[config.mk]
export PLATFORM = sky130hd
export DESIGN_NAME = lfs_regs
export DESIGN_NICKNAME = d
export VERILOG_FILES = /design/src/rtl/lfs_pkg.sv /design/src/rtl/lfs_sticky_bit.sv /design/src/rtl/lfs_ring_oneshot.sv /design/src/rtl/lfs_regs.sv
export SDC_FILE = /design/constraint.sdc
export NUM_CORES = 1
export LEC_CHECK = 0
export ABC_AREA = 1
export BUFFER_PORTS_ARGS = -buffer_cell sky130_fd_sc_hd__buf_2
export CORE_UTILIZATION = 55
export CTS_CLUSTER_SIZE = 20
export DETAILED_ROUTE_END_ITERATION = 8
export GPL_TIMING_DRIVEN = 0
export HOLD_SLACK_MARGIN = 0.08
export PLACE_DENSITY = 0.78
export REMOVE_ABC_BUFFERS = 1
export SETUP_SLACK_MARGIN = 0.1
export SLEW_MARGIN = 15
export SYNTH_ARGS = -nofsm -noshare
export SYNTH_HDL_FRONTEND = slang
export SYNTH_HIERARCHICAL = 1
export SYNTH_SLANG_ARGS = --single-unit
[constraint.sdc]
create_clock -name clk_sys -period 2.65 [get_ports clk_sys]
set_input_delay 0.795 -clock clk_sys [delete_from_list [all_inputs] [get_ports clk_sys]]
set_output_delay 0.795 -clock clk_sys [all_outputs]
set_load 0.005 [all_outputs]
[src/rtl/lfs_pkg.sv]
package lfs_pkg;
  localparam logic [7:0] LFS_ADDR_CTRL2 = 8'h11;
  localparam logic [7:0] LFS_ADDR_RING_MODE = 8'h12;
  localparam logic [7:0] LFS_ADDR_STATUS = 8'h13;
  localparam logic [7:0] LFS_ADDR_IRQ_STAT = 8'h30;
  localparam logic [7:0] LFS_ADDR_IRQ_MASK = 8'h31;
  localparam int LFS_BIT_TONE_SEEN = 0;
  localparam int LFS_BIT_RX_OVERLOAD_STICKY = 1;
  localparam int LFS_BIT_TONE_EN = 2;
  localparam int LFS_BIT_RECT_SEL = 1;
  localparam int LFS_BIT_OVERCURRENT = 0;
  localparam int LFS_BIT_DROPOUT = 1;
  localparam int LFS_BIT_RX_OVERLOAD_LIVE = 2;
  localparam logic [7:0] LFS_CTRL2_RW_MASK = 8'hFC;
  localparam logic [7:0] LFS_RING_MODE_RW_MASK = 8'h06;
  localparam logic [7:0] LFS_RESET_BYTE = 8'h00;
  localparam int LFS_IRQ_BITS = 4;
  localparam int LFS_IRQ_RX_OVERLOAD = 0;
  localparam int LFS_IRQ_TONE = 1;
  localparam int LFS_IRQ_OVERCURRENT = 2;
  localparam int LFS_IRQ_DROPOUT = 3;
  localparam logic [3:0] LFS_IRQ_RESET = 4'h0;
  localparam int LFS_CLK_HZ = 100_000_000;
  localparam int LFS_ONESHOT_SEC = 5;
  localparam longint LFS_ONESHOT_CYC = longint'(LFS_CLK_HZ) * LFS_ONESHOT_SEC;
  localparam int LFS_LIMIT_160_MA = 160;
  localparam int LFS_LIMIT_60_MA = 60;
  localparam logic [7:0] LFS_LIMIT_160_CODE = 8'hA0;
  localparam logic [7:0] LFS_LIMIT_60_CODE = 8'h3C;

  typedef struct packed {
    logic rx_overload;
    logic supply_disrupt;
    logic loop_current;
    logic [7:0] loop_current_ma;
    logic on_hook;
    logic line_side_en;
    logic settle_mask;
    logic ring_half;
    logic ring_full;
    logic ring_valid_env;
    logic ring_cross;
  } lfs_line_type;

  typedef struct packed {
    logic [7:0] addr;
    logic [7:0] wdata;
    logic wr;
    logic rd;
  } lfs_bus_type;

  typedef enum logic [1:0] {
    LFS_RING_HALF,
    LFS_RING_FULL,
    LFS_RING_ENV,
    LFS_RING_ONESHOT
  } lfs_ring_mode_type;
endpackage

[src/rtl/lfs_sticky_bit.sv]
`timescale 1ns/1ps
`default_nettype none
module lfs_sticky_bit (
  input wire logic clk_sys,
  input wire logic rst,
  input wire logic set,
  input wire logic clr,
  output logic q
);
  // set wins over a clear in the same cycle so no event is lost
  always_ff @(posedge clk_sys or posedge rst) begin
    if (rst) begin
      q <= 1'b0;
    end else if (set) begin
      q <= 1'b1;
    end else if (clr) begin
      q <= 1'b0;
    end
  end
endmodule
`default_nettype wire

[src/rtl/lfs_ring_oneshot.sv]
`timescale 1ns/1ps
`default_nettype none
module lfs_ring_oneshot #(
  parameter longint CYCLES = 500_000_000
) (
  input wire logic clk_sys,
  input wire logic rst,
  input wire logic trigger,
  output logic pulse
);
  localparam int W = $clog2(CYCLES + 1);
  localparam logic [W-1:0] LAST = W'(CYCLES - 1);
  logic [W-1:0] count;
  if (CYCLES < 1) begin : g_bad_len
    $error("one-shot length must be at least one cycle");
  end
  // fixed length from the first crossing; later crossings do not retrigger
  always_ff @(posedge clk_sys or posedge rst) begin
    if (rst) begin
      pulse <= 1'b0;
      count <= '0;
    end else if (!pulse && trigger) begin
      pulse <= 1'b1;
      count <= '0;
    end else if (pulse) begin
      if (count == LAST) begin
        pulse <= 1'b0;
      end
      count <= count + W'(1);
    end
  end
endmodule
`default_nettype wire

[src/rtl/lfs_regs.sv]
`timescale 1ns/1ps
`default_nettype none
module lfs_regs
  import lfs_pkg::*;
#(
  parameter longint ONESHOT_CYCLES = LFS_ONESHOT_CYC
) (
  input wire logic clk_sys,
  input wire logic rst,
  input wire lfs_bus_type bus,
  output logic [7:0] rdata,
  input wire lfs_line_type line,
  input wire logic ring_validation_en,
  input wire logic current_limit_select,
  output logic rx_overload_irq_flag,
  input wire logic rx_overload_irq_clr,
  output logic ring_detect_out,
  output logic hold_off_hook,
  output logic irq
);
  logic [7:0] ctrl2_rw;
  logic [7:0] ring_mode;
  logic rx_overload_sticky;
  logic billing_tone_seen;
  logic billing_tone_detect_en;
  logic ring_rectifier_select;
  logic rx_overload_live;
  logic supply_dropout_flag;
  logic loop_overcurrent_flag;
  logic [7:0] limit_code;
  logic [LFS_IRQ_BITS-1:0] irq_stat;
  logic [LFS_IRQ_BITS-1:0] irq_mask;
  logic [LFS_IRQ_BITS-1:0] irq_event;
  logic ring_oneshot;
  logic wr_ctrl2;
  logic sticky_clr;
  logic tone_clr;
  logic [7:0] ctrl2_rd;
  logic [7:0] status_rd;
  logic [7:0] next_rdata;
  logic live_q;
  logic overcurrent_q;
  logic dropout_q;
  lfs_ring_mode_type mode;

  if (ONESHOT_CYCLES < 1) begin : g_bad_oneshot
    $error("one-shot length must be positive");
  end

  assign wr_ctrl2 = bus.wr && (bus.addr == LFS_ADDR_CTRL2);
  assign billing_tone_detect_en = ctrl2_rw[LFS_BIT_TONE_EN];
  assign ring_rectifier_select = ring_mode[LFS_BIT_RECT_SEL];
  assign sticky_clr = wr_ctrl2 && !bus.wdata[LFS_BIT_RX_OVERLOAD_STICKY];
  assign tone_clr = wr_ctrl2 && !bus.wdata[LFS_BIT_TONE_EN];

  always_ff @(posedge clk_sys or posedge rst) begin
    if (rst) begin
      ctrl2_rw <= LFS_RESET_BYTE;
    end else if (wr_ctrl2) begin
      ctrl2_rw <= bus.wdata & LFS_CTRL2_RW_MASK;
    end
  end

  always_ff @(posedge clk_sys or posedge rst) begin
    if (rst) begin
      ring_mode <= LFS_RESET_BYTE;
    end else if (bus.wr && bus.addr == LFS_ADDR_RING_MODE) begin
      ring_mode <= bus.wdata & LFS_RING_MODE_RW_MASK;
    end
  end

  lfs_sticky_bit u_rx_sticky (
    .clk_sys(clk_sys),
    .rst(rst),
    .set(line.rx_overload),
    .clr(sticky_clr),
    .q(rx_overload_sticky)
  );

  // detection only while enabled; disabled means the flag is not functional
  lfs_sticky_bit u_tone_seen (
    .clk_sys(clk_sys),
    .rst(rst),
    .set(line.supply_disrupt && billing_tone_detect_en),
    .clr(tone_clr),
    .q(billing_tone_seen)
  );

  // interrupt flag of the outside register: also cleared by its own clear strobe
  lfs_sticky_bit u_rx_irq_flag (
    .clk_sys(clk_sys),
    .rst(rst),
    .set(line.rx_overload),
    .clr(sticky_clr || rx_overload_irq_clr),
    .q(rx_overload_irq_flag)
  );

  assign hold_off_hook = billing_tone_detect_en && line.supply_disrupt && !line.on_hook;

  always_comb begin
    if (current_limit_select) begin
      limit_code = LFS_LIMIT_60_CODE;
    end else begin
      limit_code = LFS_LIMIT_160_CODE;
    end
  end

  // live status registered to keep read data from flops
  always_ff @(posedge clk_sys or posedge rst) begin
    if (rst) begin
      live_q <= 1'b0;
      dropout_q <= 1'b0;
      overcurrent_q <= 1'b0;
    end else begin
      live_q <= line.rx_overload && !line.settle_mask;
      dropout_q <= !line.loop_current || (line.on_hook && line.line_side_en);
      overcurrent_q <= line.loop_current_ma > limit_code;
    end
  end
  assign rx_overload_live = live_q;
  assign supply_dropout_flag = dropout_q;
  assign loop_overcurrent_flag = overcurrent_q;

  lfs_ring_oneshot #(.CYCLES(ONESHOT_CYCLES)) u_oneshot (
    .clk_sys(clk_sys),
    .rst(rst),
    .trigger(line.ring_cross),
    .pulse(ring_oneshot)
  );

  assign mode = lfs_ring_mode_type'({ring_validation_en, ring_rectifier_select});

  always_ff @(posedge clk_sys or posedge rst) begin
    if (rst) begin
      ring_detect_out <= 1'b0;
    end else begin
      unique case (mode)
        LFS_RING_HALF: ring_detect_out <= line.ring_half;
        LFS_RING_FULL: ring_detect_out <= line.ring_full;
        LFS_RING_ENV: ring_detect_out <= line.ring_valid_env;
        LFS_RING_ONESHOT: ring_detect_out <= ring_oneshot;
      endcase
    end
  end

  always_comb begin
    irq_event = '0;
    irq_event[LFS_IRQ_RX_OVERLOAD] = line.rx_overload;
    irq_event[LFS_IRQ_TONE] = line.supply_disrupt && billing_tone_detect_en;
    irq_event[LFS_IRQ_OVERCURRENT] = overcurrent_q;
    irq_event[LFS_IRQ_DROPOUT] = dropout_q;
  end

  // write one to clear; a fresh event in the same cycle keeps its bit
  always_ff @(posedge clk_sys or posedge rst) begin
    if (rst) begin
      irq_stat <= LFS_IRQ_RESET;
    end else if (bus.wr && bus.addr == LFS_ADDR_IRQ_STAT) begin
      irq_stat <= (irq_stat & ~bus.wdata[LFS_IRQ_BITS-1:0]) | irq_event;
    end else begin
      irq_stat <= irq_stat | irq_event;
    end
  end

  always_ff @(posedge clk_sys or posedge rst) begin
    if (rst) begin
      irq_mask <= LFS_IRQ_RESET;
    end else if (bus.wr && bus.addr == LFS_ADDR_IRQ_MASK) begin
      irq_mask <= bus.wdata[LFS_IRQ_BITS-1:0];
    end
  end

  assign irq = |(irq_stat & irq_mask);

  always_comb begin
    ctrl2_rd = ctrl2_rw;
    ctrl2_rd[LFS_BIT_RX_OVERLOAD_STICKY] = rx_overload_sticky;
    ctrl2_rd[LFS_BIT_TONE_SEEN] = billing_tone_seen;
    status_rd = LFS_RESET_BYTE;
    status_rd[LFS_BIT_RX_OVERLOAD_LIVE] = rx_overload_live;
    status_rd[LFS_BIT_DROPOUT] = supply_dropout_flag;
    status_rd[LFS_BIT_OVERCURRENT] = loop_overcurrent_flag;
  end

  // status register has no write path, so writes there fall through
  always_comb begin
    unique case (bus.addr)
      LFS_ADDR_CTRL2: next_rdata = ctrl2_rd;
      LFS_ADDR_RING_MODE: next_rdata = ring_mode;
      LFS_ADDR_STATUS: next_rdata = status_rd;
      LFS_ADDR_IRQ_STAT: next_rdata = {{(8-LFS_IRQ_BITS){1'b0}}, irq_stat};
      LFS_ADDR_IRQ_MASK: next_rdata = {{(8-LFS_IRQ_BITS){1'b0}}, irq_mask};
      default: next_rdata = LFS_RESET_BYTE;
    endcase
  end

  // read data stand only in the cycle after the strobe
  always_ff @(posedge clk_sys or posedge rst) begin
    if (rst) begin
      rdata <= LFS_RESET_BYTE;
    end else if (bus.rd) begin
      rdata <= next_rdata;
    end else begin
      rdata <= LFS_RESET_BYTE;
    end
  end
endmodule
`default_nettype wire

==> impl_metrics.py <==
metrics = {
    "sta": {
        "rsz0062_at_grt": "no",
        "fin_crit_sh_pct": 73.09,
        "finalClockSkew_ns": 0.005922,
        "tightest_slew_ns": 0.9679,
        "fmax_mhz": 516.3,
        "relSlewSlack_pct": 35.08,
        "layout_min_cycle_time_ns": 1.937,
        "fin_setup_tns_ns": 0,
        "drv_slew": 0,
        "setup_viol": 0,
        "finalHoldViolations": 0,
    },
    "flow_run": {
        "maxCapViolCount": 0,
    },
    "setup_path": {
        "cp_data_arrival_time_ns": 1.14,
        "max_stage_delay_ns": 0.12,
        "crit_required_ns": 1.86,
        "crit_buf_inv": 2,
        "r2r_cells": 4,
        "crit_path_top_delay_cell": "buf_2",
        "worstSetupStartpointType": "primary input",
        "crit_path_cell_trace": "buf_2 -> nand2_1 -> nor2_1 -> buf_2",
        "crit_cells": 4,
        "r2r_end": "u_oneshot/count[4]",
        "cpMostUsedCell": "buf_2",
        "r2r_slack_ns": 0.90,
        "cpLargestDelayFamily": "buffers and inverters",
        "cp_max_fo": 3,
        "reg2reg_from": "u_oneshot/pulse",
        "crit_type": "primary input to output port",
        "crit_path_end_kind": "output port",
    },
    "outcome": {
        "status": "completed",
    },
    "cts": {
        "cts.path.max_buffers": 2,
        "clk_transition_reported_paths_ns": 0.07,
        "cts_hold_buf": 0,
        "cts_setup_buffers": 0,
        "postCtsResizedCells": 0,
        "clock_latency_ns": 0.35,
        "cts.htree.levels": 3,
        "clock_sinks": 61,
        "cts_tree": "built",
        "cts_root_buf": "clkbuf_8",
        "cts-buffers-inserted": 9,
    },
    "floorplan": {
        "initial_utilization_pct": 57.96,
        "num_rows": 28,
        "coreArea_mm2": 0.005991,
        "die_w_um": 81.46,
        "io_pins": 53,
        "fp.dieH_um": 81.46,
        "die_area_mm2": 0.006635,
    },
    "detailed_routing": {
        "firstDrtPassIters": 5,
        "dr.first_iter.drc_count": 188,
        "detail-route-antenna-nets": 0,
        "vias": 3207,
        "drc": 0,
        "wl_per_cell_um": 12.55,
        "vias_per_cell": 5.181,
        "drt_wl_total_um": 7771,
    },
    "logic_synthesis": {
        "synthCells": 479,
        "syn_area_per_cell_um2": 7.249,
        "ys_seq_elements": 61,
        "yosysSeqAreaShare_pct": 43.96,
        "synth-edff-count": 0,
        "synth_ff_type": "dfrtp_1",
        "async_flop_share_pct": 100.0,
        "post-synth-top-count-cell": "nand2_1",
        "synth_top_cells_by_area": "dfrtp_1 44%, nand2_1 14%, inv_1 7.4%, nor2_1 7.2%, nand3_1 7.1%",
        "synth_top_cell_by_area": "dfrtp_1",
        "synth_top_area_share_pct": 43.96,
        "ys_top_cells_by_count": "130 x nand2_1, 68 x inv_1, 67 x nor2_1, 61 x dfrtp_1, 49 x nand3_1",
        "syn_area_mm2": 0.003472,
        "yosysUniqueCellTypes": 30,
        "synth_warnings": 6,
    },
    "finish": {
        "nFillCells": 520,
        "drive_gt1_share_pct": 20.77,
        "final_area_mm2": 0.004021,
        "final_net_count": 586,
        "multi_input_area_mm2": 0.001640,
        "areaGrowthSynthToFinish_pct": 15.82,
        "antenna_cells": 0,
        "register_area_mm2": 0.001526,
        "utilization_pct": 67.13,
    },
    "global_route": {
        "antenna_found_initial": 0,
        "grt_pass1_wl_um": 13140,
        "grt_pass1_vias": 3004,
        "grt_max_degree": 31,
        "gr-total-overflow": 0,
        "track_usage_pct": 26.56,
    },
    "placed_design": {
        "gp_congestion": 0.8815,
        "io_buffers": 52,
        "hpwl_um": 5798,
        "place_area_mm2": 0.003807,
    },
    "pwr": {
        "power_density_mw_per_mm2": 503.7,
        "leakage_nw": 1.981,
        "vdd_ir_drop_max_uv": 323.2,
    },
    "min_path": {
        "hold_class": "primary input to asynchronous set/reset pin",
    },
}
==> how the worst max path moves through the flow <==
stage,start,endpoint,slack [ns]
final,line[16],hold_off_hook,0.71
after global routing,line[16],hold_off_hook,0.67
after CTS,line[16],hold_off_hook,0.72
after detailed placement,line[0],u_oneshot/count[4],0.62
after global placement,line[0],u_oneshot/count[4],0.61
after floorplan,line[16],hold_off_hook,0.90
==> cell type report <==
type | instances | area share, %
multi-input combinational | 341 | 40.79
sequential | 61 | 37.96
inverter | 75 | 7.125
timing repair buffer | 52 | 6.472
clock buffer | 11 | 3.516
tap | 75 | 2.334
clock inverter | 4 | 1.805
==> worst reg2reg max path, stage by stage (launching register included) <==
cell     delay, ns
dfrtp_1       0.55
nor2_2        0.53
inv_2         0.29
a21oi_1       0.21
a21oi_1       0.05
==> per-stage QoR <==
stage	total power, mW	std cells	hold slack [ns]	setup slack, ns
floorplan	1.066	477	0.4217	0.8971
detailed placement	1.133	604	0.4595	0.6162
global route	2.106	619	0.3220	0.6746
global placement	1.125	604	0.4430	0.6125
finish	2.025	619	0.3188	0.7131
CTS	2.040	619	0.3089	0.7153
==> power by group <==
part	switching, mW	total [mW]	internal, mW
Sequential	0.0171	0.976	0.959
Clock	0.364	0.913	0.548
Combinational	0.0822	0.136	0.0542
Total	0.463	2.03	1.56
==> registers in the layout (all words and copies together), names as in the netlist <==
signal and count:
irq_mask 4, loop_overcurrent_flag 1, rdata 8, u_rx_sticky/q 1, u_tone_seen/q 1, dropout_q 1, ring_detect_out 1, irq_stat 4
u_oneshot/count 29, ring_mode 2, ctrl2_rw 6, u_oneshot/pulse 1, live_q 1, u_rx_irq_flag/q 1
==> cells by family (layout without fill, tap and decap cells) <==
kind of cell	after synthesis	count (layout)	share of synthesized area, %
AO/OA/AOI/OAI	40	40	6.595
adder cells (fa/ha/maj)	5	5	1.802
buffers and inverters	77	142	8.793
flip-flops	61	61	43.96
AND/OR/NAND/NOR	296	296	38.85
==> metal layers <==
metal	GRT usage (%)	wire length (um)	share of wire (%)
met1	35.07	3510	45
met2	41.25	3620	47
met3	6.000	438	5.6
met4	12.50	201	2.6
met5	0	0	0
==> placed cells by master, fill, tap and decap left out, types with 2 or more instances in the layout <==
cell type	Yosys	final
nor2_2	10	10
bufinv_16	0	2
inv_1	68	66
inv_2	6	7
nand2_1	130	130
nand4_1	7	7
nor2_4	8	8
ha_1	5	5
and2_1	2	2
nand2_2	15	15
nor2_1	67	67
a21oi_1	4	4
buf_2	0	52
nand3_1	49	49
dfrtp_1	61	61
nand3b_1	3	3
clkbuf_8	0	10
o21ai_1	15	15
o21ai_0	12	12
o21ai_2	4	4
Note: power is estimated with default switching activity, not from simulation.
